## config.mk

```make
export PLATFORM = sky130hd
export DESIGN_NAME = sstm_monitor
export DESIGN_NICKNAME = d
export VERILOG_FILES = /design/src/logic/sstm_monitor.v
export VERILOG_INCLUDE_DIRS = /design/src /design/src/include
export SDC_FILE = /design/constraint.sdc
export NUM_CORES = 1
export LEC_CHECK = 0
export BUFFER_PORTS_ARGS = -buffer_cell sky130_fd_sc_hd__buf_4
export CAP_MARGIN = 20
export CELL_PAD_IN_SITES_DETAIL_PLACEMENT = 0
export CELL_PAD_IN_SITES_GLOBAL_PLACEMENT = 1
export CORE_MARGIN = 2
export CORE_UTILIZATION = 35
export DETAILED_ROUTE_END_ITERATION = 7
export MAX_ROUTING_LAYER = met4
export PLACE_DENSITY_LB_ADDON = 0.1
export SYNTH_ARGS = -nofsm -noshare
export SYNTH_HDL_FRONTEND = slang
export SYNTH_SLANG_ARGS = --single-unit
```

## constraint.sdc

```tcl
create_clock -name REF_CLK -period 4.2 [get_ports REF_CLK]
set_clock_uncertainty 0.05 [all_clocks]
set_input_delay 0.84 -clock REF_CLK [delete_from_list [all_inputs] [get_ports REF_CLK]]
set_output_delay 0.84 -clock REF_CLK [all_outputs]
set_load 0.005 [all_outputs]
```

## src/include/sstm_regs.vh

```
// Register map, field positions and timing constants of the safety monitor.
`ifndef SSTM_REGS_VH
`define SSTM_REGS_VH

// ****************************************************************
// Register offsets (byte addresses, one word each)
// ****************************************************************
`define SSTM_ADR_CFG      8'h00
`define SSTM_ADR_FLAGS    8'h04
`define SSTM_ADR_CLEAR    8'h08
`define SSTM_ADR_SEQ      8'h0c
`define SSTM_ADR_W        8

// ****************************************************************
// Configuration word fields
// ****************************************************************
`define SSTM_CFG_GEN      0
`define SSTM_CFG_EN_LO    1
`define SSTM_CFG_EN_W     5
`define SSTM_CFG_MSK_LO   8
`define SSTM_CFG_MSK_W    7
`define SSTM_CFG_RST      16'h003f
`define SSTM_CFG_W        16

// ****************************************************************
// Flag word positions
// ****************************************************************
`define SSTM_F_FIELD      0
`define SSTM_F_INV        1
`define SSTM_F_DIV        2
`define SSTM_F_CONV       3
`define SSTM_F_ADJ        4
`define SSTM_F_CTRL       5
`define SSTM_F_COMPL      6
`define SSTM_F_PAR        7
`define SSTM_F_ADC        8
`define SSTM_F_ADD        9
`define SSTM_F_CORD       10
`define SSTM_F_CLAMP      11
`define SSTM_F_TSENS      12
`define SSTM_F_NORDY      13
`define SSTM_NFLAGS       14
`define SSTM_NSEL         5

// ****************************************************************
// Timing
// ****************************************************************
`define SSTM_CLK_MHZ      250
`define SSTM_COMPL_US     160
`define SSTM_SLOT_CYC     16'd256
`define SSTM_RDY_TMO      16'd200
`define SSTM_ADC_FS_PCT   95

`endif

```

## src/logic/sstm_monitor.v

```verilog
// Safety self-test sequencer and plausibility monitor with Wishbone access.
//
// Local design decisions: the Wishbone interface to the registers and the register offsets.
`timescale 1ns/1ps
`include "sstm_regs.vh"

// How it works
// - Global enable bit gates all selectable checks; clear means none start.
// - Each selectable check has its own enable bit in the config register.
// - Field check flags when sensor temperature and amplitude temperature disagree.
// - Temperature sensor failure sets a flag forcing diagnostic mode.
// - Inverted angle plus main angle must equal summed clamp levels.
// - Test division result must equal the known expected quotient.
// - Inverted CORDIC angle plus main CORDIC angle must be zero.
// - Zeroed angle must equal the redundant safety unit result.
// - Fixed diagnostics always run; flags 5 to 11 each have their own mask bit, flags 12 and 13 have none.
// - Flag raised when data path processing did not complete correctly.
// - Completion flag rises within 160 us of any selected test failure.
// - Sequencer state carries parity; mismatch sets the encoding flag.
// - Converter result above 95 percent of full scale sets overflow flag.
// - Pre-CORDIC adder overflow sets a maskable flag.
// - CORDIC internal overflow sets a maskable flag.
// - Clamp position seen before range position sets a maskable flag.
// - Sequencer is a 4-bit up-counter; slots 0 to 4 each start their own test, the others are idle.
// - Ready clears the start trigger; missing ready forces diagnostic mode.
module sstm_monitor #(
  parameter AW       = 16,
  parameter DW       = 16,
  parameter TEMP_TOL = 16'd8,
  parameter DIV_EXP  = 16'h0040,
  parameter ADC_FS   = 16'h7fff
) (
  input  wire          REF_CLK,
  input  wire          NRST,
  input  wire [7:0]    WB_ADR_I,
  input  wire [31:0]   WB_DAT_I,
  input  wire [3:0]    WB_SEL_I,
  input  wire          WB_WE_I,
  input  wire          WB_CYC_I,
  input  wire          WB_STB_I,
  output reg  [31:0]   WB_DAT_O,
  output reg           WB_ACK_O,
  output wire [4:0]    TEST_START,
  input  wire [4:0]    TEST_READY,
  input  wire [DW-1:0] TEMP_SENSOR,
  input  wire [DW-1:0] TEMP_AMPL,
  input  wire          TEMP_SENSOR_FAIL,
  input  wire [AW-1:0] ANGLE_MAIN,
  input  wire [AW-1:0] ANGLE_INV,
  input  wire [AW-1:0] CLAMP_LO,
  input  wire [AW-1:0] CLAMP_HI,
  input  wire [DW-1:0] DIV_RESULT,
  input  wire [AW-1:0] CORDIC_ANGLE,
  input  wire [AW-1:0] CORDIC_INV_ANGLE,
  input  wire [AW-1:0] ANGLE_ZEROED,
  input  wire [AW-1:0] ANGLE_ZEROED_ALU,
  input  wire          PATH_DONE_OK,
  input  wire          PATH_DONE,
  input  wire [DW-1:0] ADC_RESULT,
  input  wire          ADDER_OVF,
  input  wire          CORDIC_OVF,
  input  wire          CLAMP_SEEN,
  input  wire          RANGE_SEEN,
  output reg           DIAG_MODE,
  output wire [13:0]   FLAGS
);

  // ****************************************************************
  // Reset release
  // ****************************************************************
  reg rst_a_ff;
  reg rst_b_ff;
  wire rst_n = rst_b_ff;

  // Reset is asserted at once and released through two flops.
  always @(posedge REF_CLK or negedge NRST) begin
    if (!NRST) begin
      rst_a_ff <= 1'b0;
      rst_b_ff <= 1'b0;
    end else begin
      rst_a_ff <= 1'b1;
      rst_b_ff <= rst_a_ff;
    end
  end

  // ****************************************************************
  // Input synchronisers
  // ****************************************************************
  // Status pulses from the analog path come from outside this domain.
  localparam NS = 5 + 1 + 1 + 1 + 2 + 2;
  wire [NS-1:0] async_in = {TEST_READY, TEMP_SENSOR_FAIL, ADDER_OVF,
                            CORDIC_OVF, PATH_DONE, PATH_DONE_OK,
                            CLAMP_SEEN, RANGE_SEEN};
  reg  [NS-1:0] sync_a_ff;
  reg  [NS-1:0] sync_b_ff;

  // Only the second stage is read anywhere.
  always @(posedge REF_CLK or negedge rst_n) begin
    if (!rst_n) begin
      sync_a_ff <= {NS{1'b0}};
      sync_b_ff <= {NS{1'b0}};
    end else begin
      sync_a_ff <= async_in;
      sync_b_ff <= sync_a_ff;
    end
  end

  wire [4:0] ready_s    = sync_b_ff[11:7];
  wire       tfail_s    = sync_b_ff[6];
  wire       addovf_s   = sync_b_ff[5];
  wire       cordovf_s  = sync_b_ff[4];
  wire       pdone_s    = sync_b_ff[3];
  wire       pdok_s     = sync_b_ff[2];
  wire       clamp_s    = sync_b_ff[1];
  wire       range_s    = sync_b_ff[0];

  // ****************************************************************
  // Configuration and clear registers
  // ****************************************************************
  reg  [`SSTM_CFG_W-1:0]   cfg_ff;
  reg  [`SSTM_NFLAGS-1:0]  flags_ff;
  reg  [`SSTM_NFLAGS-1:0]  clr_ff;
  wire wb_req = WB_CYC_I & WB_STB_I & ~WB_ACK_O;
  wire wb_wr  = wb_req & WB_WE_I;

  wire                    gen     = cfg_ff[`SSTM_CFG_GEN];
  wire [`SSTM_NSEL-1:0]   sel_en  = cfg_ff[`SSTM_CFG_EN_LO +: `SSTM_CFG_EN_W];
  wire [`SSTM_CFG_MSK_W-1:0] mask = cfg_ff[`SSTM_CFG_MSK_LO +:
                                           `SSTM_CFG_MSK_W];

  // Writes honour byte lanes; the clear register is a one-cycle strobe.
  always @(posedge REF_CLK or negedge rst_n) begin
    if (!rst_n) begin
      cfg_ff <= `SSTM_CFG_RST;
      clr_ff <= {`SSTM_NFLAGS{1'b0}};
    end else begin
      clr_ff <= {`SSTM_NFLAGS{1'b0}};
      if (wb_wr && WB_ADR_I == `SSTM_ADR_CFG) begin
        if (WB_SEL_I[0]) cfg_ff[7:0]  <= WB_DAT_I[7:0];
        if (WB_SEL_I[1]) cfg_ff[15:8] <= WB_DAT_I[15:8];
      end else if (wb_wr && WB_ADR_I == `SSTM_ADR_CLEAR) begin
        if (WB_SEL_I[0]) clr_ff[7:0]  <= WB_DAT_I[7:0];
        if (WB_SEL_I[1]) clr_ff[13:8] <= WB_DAT_I[13:8];
      end
    end
  end

  // ****************************************************************
  // Time-slot sequencer with parity
  // ****************************************************************
  reg  [3:0]  slot_ff;
  reg         par_ff;
  reg  [15:0] tick_ff;
  wire        tick = (tick_ff == `SSTM_SLOT_CYC - 16'd1);

  // Each slot lasts a fixed tick; parity follows the count.
  always @(posedge REF_CLK or negedge rst_n) begin
    if (!rst_n) begin
      tick_ff <= 16'h0000;
      slot_ff <= 4'h0;
      par_ff  <= 1'b0;
    end else begin
      tick_ff <= tick ? 16'h0000 : tick_ff + 16'd1;
      if (tick) begin
        slot_ff <= slot_ff + 4'h1;
        par_ff  <= ^(slot_ff + 4'h1);
      end
    end
  end

  wire par_err = (^slot_ff) != par_ff;

  // ****************************************************************
  // Test trigger and ready handshake
  // ****************************************************************
  // Slots 0 to 4 start the five selectable tests as they end; others are idle.
  reg  [4:0]  start_ff;
  reg  [15:0] wait_ff;
  reg         nordy_ev;
  reg  [4:0]  done_ff;
  assign TEST_START = start_ff;

  always @(posedge REF_CLK or negedge rst_n) begin
    if (!rst_n) begin
      start_ff <= 5'h00;
      wait_ff  <= 16'h0000;
      nordy_ev <= 1'b0;
      done_ff  <= 5'h00;
    end else begin
      nordy_ev <= 1'b0;
      done_ff  <= 5'h00;
      if (start_ff != 5'h00) begin
        if ((ready_s & start_ff) != 5'h00) begin
          done_ff  <= start_ff; // Ready samples results.
          start_ff <= 5'h00;
        end else if (wait_ff == `SSTM_RDY_TMO) begin
          nordy_ev <= 1'b1;
          start_ff <= 5'h00;
        end else begin
          wait_ff <= wait_ff + 16'd1;
        end
      end else if (tick && gen && slot_ff < 4'h5) begin
        start_ff <= (5'h01 << slot_ff[2:0]) & sel_en;
        wait_ff  <= 16'h0000;
      end
    end
  end

  // ****************************************************************
  // Check evaluation
  // ****************************************************************
  wire [DW-1:0] tdiff = (TEMP_SENSOR > TEMP_AMPL) ?
                        TEMP_SENSOR - TEMP_AMPL : TEMP_AMPL - TEMP_SENSOR;
  wire [AW-1:0] inv_sum  = ANGLE_MAIN + ANGLE_INV;
  wire [AW-1:0] clp_sum  = CLAMP_LO + CLAMP_HI;
  wire [AW-1:0] cord_sum = CORDIC_ANGLE + CORDIC_INV_ANGLE;
  // Limit kept in 32 bits so the product cannot overflow.
  wire [31:0] adc_lim = ({16'h0000, ADC_FS} * `SSTM_ADC_FS_PCT) / 100;

  wire [4:0] sel_fail;
  assign sel_fail[0] = done_ff[0] & (tdiff > TEMP_TOL);
  assign sel_fail[1] = done_ff[1] & (inv_sum != clp_sum);
  assign sel_fail[2] = done_ff[2] & (DIV_RESULT != DIV_EXP);
  assign sel_fail[3] = done_ff[3] & (cord_sum != {AW{1'b0}});
  assign sel_fail[4] = done_ff[4] &
                       (ANGLE_ZEROED != ANGLE_ZEROED_ALU);

  // Completion counter: a selected failure must show within 160 us.
  localparam [15:0] COMPL_CYC = `SSTM_COMPL_US * `SSTM_CLK_MHZ;
  reg  [15:0] cpl_ff;
  reg         cpl_pend_ff;
  wire        any_sel = (sel_fail != 5'h00) | nordy_ev;

  always @(posedge REF_CLK or negedge rst_n) begin
    if (!rst_n) begin
      cpl_ff      <= 16'h0000;
      cpl_pend_ff <= 1'b0;
    end else if (any_sel) begin
      cpl_pend_ff <= 1'b1;
      cpl_ff      <= 16'h0000;
    end else if (cpl_pend_ff) begin
      cpl_ff <= cpl_ff + 16'd1;
      if (flags_ff[`SSTM_F_COMPL]) cpl_pend_ff <= 1'b0;
    end
  end

  // Events in flag order; the completion flag rises one cycle later.
  wire [`SSTM_NFLAGS-1:0] ev;
  assign ev[4:0]            = sel_fail;
  assign ev[`SSTM_F_CTRL]   = pdone_s & ~pdok_s;
  assign ev[`SSTM_F_COMPL]  = cpl_pend_ff;
  assign ev[`SSTM_F_PAR]    = par_err;
  assign ev[`SSTM_F_ADC]    = ({16'h0000, ADC_RESULT} > adc_lim);
  assign ev[`SSTM_F_ADD]    = addovf_s;
  assign ev[`SSTM_F_CORD]   = cordovf_s;
  assign ev[`SSTM_F_CLAMP]  = clamp_s & ~range_s;
  assign ev[`SSTM_F_TSENS]  = tfail_s;
  assign ev[`SSTM_F_NORDY]  = nordy_ev;

  // Sticky flags; a new event wins over a clear in the same cycle.
  always @(posedge REF_CLK or negedge rst_n) begin
    if (!rst_n) begin
      flags_ff <= {`SSTM_NFLAGS{1'b0}};
    end else begin
      flags_ff <= (flags_ff & ~clr_ff) | ev;
    end
  end
  assign FLAGS = flags_ff;

  // Fixed checks 5 to 11 honour their mask, 12 and 13 are never masked; selectable ones are gated by enables.
  wire [`SSTM_NFLAGS-1:0] eff_mask = {2'b00,
                                      mask, 5'h00};
  wire diag_req = |(flags_ff & ~eff_mask);

  always @(posedge REF_CLK or negedge rst_n) begin
    if (!rst_n) begin
      DIAG_MODE <= 1'b0;
    end else begin
      DIAG_MODE <= diag_req;
    end
  end

  // ****************************************************************
  // Wishbone read and acknowledge
  // ****************************************************************
  // Ack one cycle after the request; unmapped reads return zero.
  always @(posedge REF_CLK or negedge rst_n) begin
    if (!rst_n) begin
      WB_ACK_O <= 1'b0;
      WB_DAT_O <= 32'h00000000;
    end else begin
      WB_ACK_O <= wb_req;
      if (wb_req && !WB_WE_I) begin
        if (WB_ADR_I == `SSTM_ADR_CFG)
          WB_DAT_O <= {16'h0000, cfg_ff};
        else if (WB_ADR_I == `SSTM_ADR_FLAGS)
          WB_DAT_O <= {18'h00000, flags_ff};
        else if (WB_ADR_I == `SSTM_ADR_SEQ)
          WB_DAT_O <= {22'h000000, par_ff, start_ff, slot_ff};
        else
          WB_DAT_O <= 32'h00000000;
      end
    end
  end

endmodule
```

==> impl_results.md, run 1 <==
- Status: finished, final reports clean
- Post-layout min period: 3.713 ns
- GR Overflow Total: 0
- ANT cells: 0
- First-pass detailed-route iteration total: 5
- Power density over the cells: 299.6 nW/um2
- Ys async rst share: 1.000
- CTS sink count: 137
- Starting DRT DRC Count: 375
- Register bit total from synthesis: around 140
- Post-synthesis compound-gate area fraction: 0.1922
- Routed via count: between 8000 and 9000
- CTS tree: built
- Final setup violation count: 0
- I/O pin count: 306
- Max-Cap Viols: 0
- Final period util: 0.8840
- Number of global-route vias before repair: 8842
- Area share of the largest cell type after synthesis: 0.3275
- Commonest non-fill, non-tap cell in the layout: buf_4
- Post-layout nets: 1720
- Routability congestion estimate: 0.8094
- Synth area leaders: dfrtp_1, ha_1, xnor2_1
- Die area: 29970 um2
- Worst-path clk slew: 0.06 ns
- First-pass GRT wire length: 44770 um
- Hold WS: 0.1375 ns
- Synth Warn #: 0
- RSZ-0062 raised after global routing: no
- Post-Synth Adder-Cell Area: 0.1175
- Leak: 6.357 nW
- Total power: around 0.0039 W
- Root Buffer: clkbuf_16
- XOR/XNOR Fraction of Synth Area: 0.09761
- Max_slew headroom: 0.5047
- Die Ht: 173.1 um
- Flop2flop setup slack: 1.18 ns
- Cts bufs inserted: 17
- Setup TNS: 0 ns
- Buffer levels on the longest clock path: 2
- Actual slew at the worst max-slew pin: 0.7430 ns
- # Post-CTS Setup Buffers: 0
- Synthesized area: 10010 um2
- Post-Syn Instances: approximately 1100
- Final hold violation count: 0
- CP endpoint kind: register
- Initial Utilization: 0.3574
- Filler cells: 2790
- Largest net degree at the start of global routing: 81
- CP Class: primary input to register
- Avg WL per Cell: 15.53 um
- Post-CTS Hold Buffers: 0
- Reg2Reg Depth: 7
- Htree depth: 4
- Cell variety after synth: 75
- Post-Syn Area per Cell: about 9 um2
- Final antenna-violating net count: 0
- Most frequent cells in the layout: buf_4, dfrtp_1, ha_1
- Worst Hold Class: primary input to asynchronous set/reset pin
- Antenna violations before repair: 0
- Die X: ~170 um
- Via-to-Cell Ratio: 5.050
- Row cnt: 61
- R2R Path Start: TEST_START[2]$_DFFE_PN0P_
- Synth Area in Simple Gates: 0.1669
- Dominant cell type by area after synthesis: dfrtp_1
- Post-synthesis sequential area ratio: 0.3432
- Critical Path RT: around 4.4 ns
- Area Growth Syn to Fin: 30.87%
- R2R Path End: wait_ff[7]$_DFFE_PN0P_
- Post_cts resized: 0
- IO Port Bufs: 271
- Main combinational cell family by area after synthesis: compound AO/OA/AOI/OAI gates
- Main synth FF type: dfrtp_1
- Final WL: 27450 um
- Post-synth EDFFs: 0
- Mux contribution to synthesized area: 0.02925
- Layout cells sized above 1: 0.2577
- Fin. max-slew vios: 0
- Worst skew pair latency: 0.42 ns
- Core box area: 28010 um2
- Crit Path Max Fanout: 7
- Max Fclk: approximately 0.27 GHz
- Maximum VDD drop: 0.2667 mV
- Aggregate global-route resource usage: 0.1878
- Residual DRC count: 0
- DP Wirelength: 21970 um
- Crit path arrival time: between 3 and 4 ns
- Worst setup SP type: primary input
==> cell usage after synthesis, types with 5 or more instances <==
master     instances
dfrtp_1          131
ha_1              86
nand2_1           79
inv_1             74
o21ai_0           71
nor2_1            64
xnor2_1           62
a21oi_1           59
xor2_1            47
a21o_1            34
nand3_1           29
clkbuf_1          28
nand4_1           23
and2_1            21
mux2_2            18
buf_4             16
a31oi_1           14
and3_1            14
nor4_1            14
nand2b_1          13
nor2b_1           12
a22oi_1           11
nor3_1            11
o211ai_1          10
o22ai_1           10
mux2i_1            9
o21a_1             9
o21bai_1           9
or3_1              9
a211oi_1           6
dfstp_2            6
and4_1             5
fa_1               5
nand3b_1           5
nor4b_1            5
o2111ai_1          5
or2_2              5
or4_1              5
==> state kept, by name (all words and copies together), names as in the netlist, 12 cells and up <==
name / flops
cfg_ff: 16
FLAGS: 14
wait_ff: 16
tick_ff: 16
clr_ff: 14
sync_a_ff: 12
WB_DAT_O: 16
sync_b_ff: 12
==> per-stage QoR <==
| stage | cell area, um2 | instances | setup WS, ns | utilization |
|---|---|---|---|---|
| 2_1_floorplan | 10070 | 1118 | 0.06085 | - |
| 6_report | 13100 | 1767 | 0.4874 | 0.4677 |
| 5_1_grt | 13100 | 1767 | 0.2331 | 0.4677 |
| 4_1_cts | 13100 | 1767 | 0.5345 | 0.4677 |
| 3_5_place_dp | 12460 | 1735 | 0.1002 | 0.4449 |
| 3_3_place_gp | 12460 | 1735 | 0.1454 | 0.4449 |
==> critical path, stage by stage <==
cell and delay, ns:
buf_4 0.08, inv_1 0.03, ha_1 0.21, fa_1 0.40
nand3b_1 0.24, a21oi_1 0.20, o21ai_0 0.14, a21oi_1 0.48
buf_4 0.26, nand4_1 0.08, nor4_1 0.19, a31oi_1 0.10
o41ai_1 0.52, o21ai_0 0.15
==> cell families after synthesis <==
group,Yosys count
and+or+nand+nor,322
AOI/OAI and AO/OA,292
DFF,137
buffers and inverters,122
xor gates and xnor gates,110
adders and majority gates,91
muxes,27
other,2
==> power breakdown <==
group          internal (W)  switching (W)  total (W)
Combinational      0.000488       0.000473   0.000962
Sequential          0.00134      0.0000187    0.00136
Clock               0.00101       0.000600    0.00161
Total               0.00283        0.00109    0.00392
==> metal layers <==
layer,part of all wire,GRT usage
met3,0.038,0.02617
met4,0.015,0.05120
met5,0,-
met1,0.46,0.2402
met2,0.49,0.3115
==> final cells by class <==
| type | count | area [um2] | area share |
|---|---|---|---|
| Clock buffer | 17 | 425.4 | 0.03247 |
| Clock inverter | 15 | 214.0 | 0.01633 |
| Timing Repair Buffer | 287 | 2167 | 0.1654 |
| Inverter | 74 | 277.8 | 0.02120 |
| Tap cell | 378 | 473.0 | 0.03610 |
| Sequential cell | 137 | 3440 | 0.2625 |
| Multi-Input combinational cell | 859 | 6105 | 0.4660 |
==> how the worst max path moves through the flow <==
stage / from / to
floorplan: rst_b_ff$_DFF_PN0_ / DIAG_MODE$_DFF_PN0_
global placement: ANGLE_MAIN[0] / cpl_pend_ff$_DFF_PN0_
finish: TEMP_SENSOR[0] / FLAGS[0]$_DFF_PN0_
detailed placement: TEMP_SENSOR[0] / cpl_pend_ff$_DFF_PN0_
global route: TEMP_SENSOR[0] / FLAGS[0]$_DFF_PN0_
CTS: TEMP_SENSOR[0] / FLAGS[0]$_DFF_PN0_
Note: power is estimated with default switching activity, not from simulation.
==> run 2, diff against run 1 <==
--- a/config.mk
+++ b/config.mk
@@ -10,6 +10,7 @@
 export CAP_MARGIN = 20
 export CELL_PAD_IN_SITES_DETAIL_PLACEMENT = 0
 export CELL_PAD_IN_SITES_GLOBAL_PLACEMENT = 1
+export CORE_ASPECT_RATIO = 0.7
 export CORE_MARGIN = 2
 export CORE_UTILIZATION = 35
 export DETAILED_ROUTE_END_ITERATION = 7
==> impl_results.md, run 2 (synthesis results as in run 1) <==
- Status: finished, final reports clean
- Reg2Reg Depth: 7 (unchanged)
- DP Cell Count: 1728 (-0.40%)
- Maximum VDD drop: 0.2487 mV (-6.7%)
- CP endpoint kind: register
- First-pass detailed-route iteration total: 5 (unchanged)
- Max_slew headroom: 0.4851 (-0.01958)
- Actual slew at the worst max-slew pin: 0.7653 ns (+0.02231 ns)
- First-pass GRT wire length: 45930 um (+2.6%)
- Max Fclk: 0.2755 GHz (+2.3%)
- RSZ-0062 raised after global routing: no
- Total power: 0.003743 W (-4.6%)
- Critical-path cell list: buf_4 > ha_1 > fa_1 > a211oi_1 > o21bai_1 > or3_1 > and3_1 > o21ai_0 > nor4b_1 > nand4_1 > o41ai_1 > buf_4 > nand4_1
- Sw Share: 0.2825 (+0.004359)
- Net Sw Power: 0.001057 W (-3.1%)
- CP Class: primary input to register
- Post-layout nets: 1721 (+0.058%)
- Commonest non-fill, non-tap cell in the layout: buf_4
- Leak: 6.341 nW (-0.25%)
- Final Util: 0.4669 (-0.0008100)
- CP startpoint: ANGLE_MAIN[0]
- CTS sink count: 137 (unchanged)
- Number of global-route vias before repair: 8795 (-0.53%)
- Final period util: 0.8641 (-0.01986)
- GR Overflow Total: 0 (unchanged)
- Pint: 0.002685 W (-5.2%)
- Worst Hold Class: primary input to asynchronous set/reset pin
- Die X: 206.1 um (+19%)
- IO Port Bufs: 271 (unchanged)
- Via-to-Cell Ratio: 5.013 (-0.73%)
- Htree depth: 4 (unchanged)
- Avg WL per Cell: 16.19 um (+4.2%)
- Final hold violation count: 0 (unchanged)
- Aggregate global-route resource usage: 0.1965 (+0.008672)
- R2R Path Start: TEST_START[1]$_DFFE_PN0P_
- I/O pin count: 306 (unchanged)
- Flop pwr share: 0.362 (+0.016)
- Starting DRT DRC Count: 417 (+11%)
- CTS tree: built
- Largest net degree at the start of global routing: 83 (+2.5%)
- Final antenna-violating net count: 0 (unchanged)
- Setup TNS: 0 ns (unchanged)
- Worst setup path endpoint: cpl_pend_ff$_DFF_PN0_
- Combinational share of power: 0.262 (+0.017)
- Routability congestion estimate: 0.8368 (+3.4%)
- DP Wirelength: 22960 um (+4.5%)
- Worst setup SP type: primary input
- Most frequent cells in the layout: buf_4, dfrtp_1, ha_1
- Die Ht: 145.5 um (-16%)
- Hold WS: 0.1454 ns (+0.007852 ns)
- Max incr delay on CP: 0.43 ns (-0.09 ns)
- Post_cts resized: 0 (unchanged)
- Crit path arrival time: 3.83 ns (-0.11 ns)
- Core box area: 27950 um2 (-0.22%)
- Power density over the cells: 286.8 nW/um2 (-4.3%)
- Non-Filler Instances: 1762 (-0.28%)
- Post-CTS Hold Buffers: 0 (unchanged)
- Root Buffer: clkbuf_16
- Area Growth Syn to Fin: 30.36%
- Flop2flop setup slack: 1.23 ns (+0.05 ns)
- # Post-CTS Setup Buffers: 0 (unchanged)
- R2R Path End: wait_ff[9]$_DFFE_PN0P_
- Routed via count: 8833 (-1.0%)
- Post-layout min period: 3.629 ns (-0.08341 ns)
- Layout cells sized above 1: 0.2583 (+0.0005340)
- Worst-path clk slew: 0.06 ns (about the same)
- Crit-path slowest cell: fa_1
- Residual DRC count: 0 (unchanged)
- Worst skew pair latency: 0.42 ns (about the same)
- Clock share of power: 0.376 (-0.033)
- Buffer levels on the longest clock path: 2 (unchanged)
- Fin. max-slew vios: 0 (unchanged)
- Max-Cap Viols: 0 (unchanged)
- Initial Utilization: 0.3582 (+0.0007840)
- Antenna violations before repair: 1 (+1)
- Filler cells: 2758 (-1.1%)
- Crit Path Max Fanout: 3 (-4)
- Final setup violation count: 0 (unchanged)
- Final WL: 28530 um (+3.9%)
- Cts bufs inserted: 17 (unchanged)
- Row cnt: 51 (-16%)
- Die area: 29990 um2 (about the same)
- Critical Path RT: 4.40 ns (-0.03 ns)
[run 2: cell types whose count changed in the layout (fill, tap and decap cells not counted), moves of 2 or more]
cell,change
inv_6,-5
clkinv_2,+6
clkinv_4,-2
clkbuf_8,+3
bufinv_16,-3
[run 2: worst max-delay path, delay by kind of cell]
family / cells / cell delay [ns]
simple gates: 5 / 1.12
buf+inv: 2 / 0.29
fa+ha+maj: 2 / 0.65
compound gates: 4 / 0.94
[run 2: power groups by stage]
stage	registers [W]	logic, W	clock network (W)
after floorplan	0.00139	0.000624	0
after global placement	0.00139	0.000963	0
after detailed placement	0.00139	0.000963	0
after CTS	0.00136	0.000969	0.00144
after global routing	0.00136	0.00109	0.00151
final	0.00135	0.000980	0.00141
[run 2: how the worst min path moves through the flow]
stage,cells after the start,to,start
floorplan,0,rst_b_ff$_DFF_PN0_,rst_a_ff$_DFF_PN0_
global placement,0,sync_b_ff[3]$_DFF_PN0_,sync_a_ff[3]$_DFF_PN0_
detailed placement,0,sync_b_ff[1]$_DFF_PN0_,sync_a_ff[1]$_DFF_PN0_
CTS,1,rst_b_ff$_DFF_PN0_,NRST
global route,1,rst_b_ff$_DFF_PN0_,NRST
finish,1,rst_b_ff$_DFF_PN0_,NRST
[run 2: layout make-up]
class / count / area, um2 / share of cell area
Timing Repair Buffer: 288 / 2195 / 0.1682
Multi-Input combinational cell: 859 / 6105 / 0.4678
Clock buffer: 20 / 466.7 / 0.03576
Sequential cell: 137 / 3440 / 0.2636
Inverter: 74 / 277.8 / 0.02128
Antenna cell: 1 / 2.502 / 0.0001918
Clock inverter: 12 / 100.1 / 0.007670
Tap cell: 371 / 464.2 / 0.03557
[run 2: metrics by stage]
step | worst slack (ns) | cell area [um2]
final | 0.5708 | 13050
after global routing | 0.2570 | 13050
after CTS | 0.5391 | 13020
after detailed placement | 0.1478 | 12450
after global placement | 0.1155 | 12450
after floorplan | 0.06085 | 10070
[run 2: routing by layer]
layer,global-route usage,part of all wire,vias to the layer above
met2,0.2881,0.43,191
met1,0.2820,0.51,4138
met4,0.05500,0.020,0
met3,0.02687,0.038,37
li1,-,-,4467
met5,-,0,-
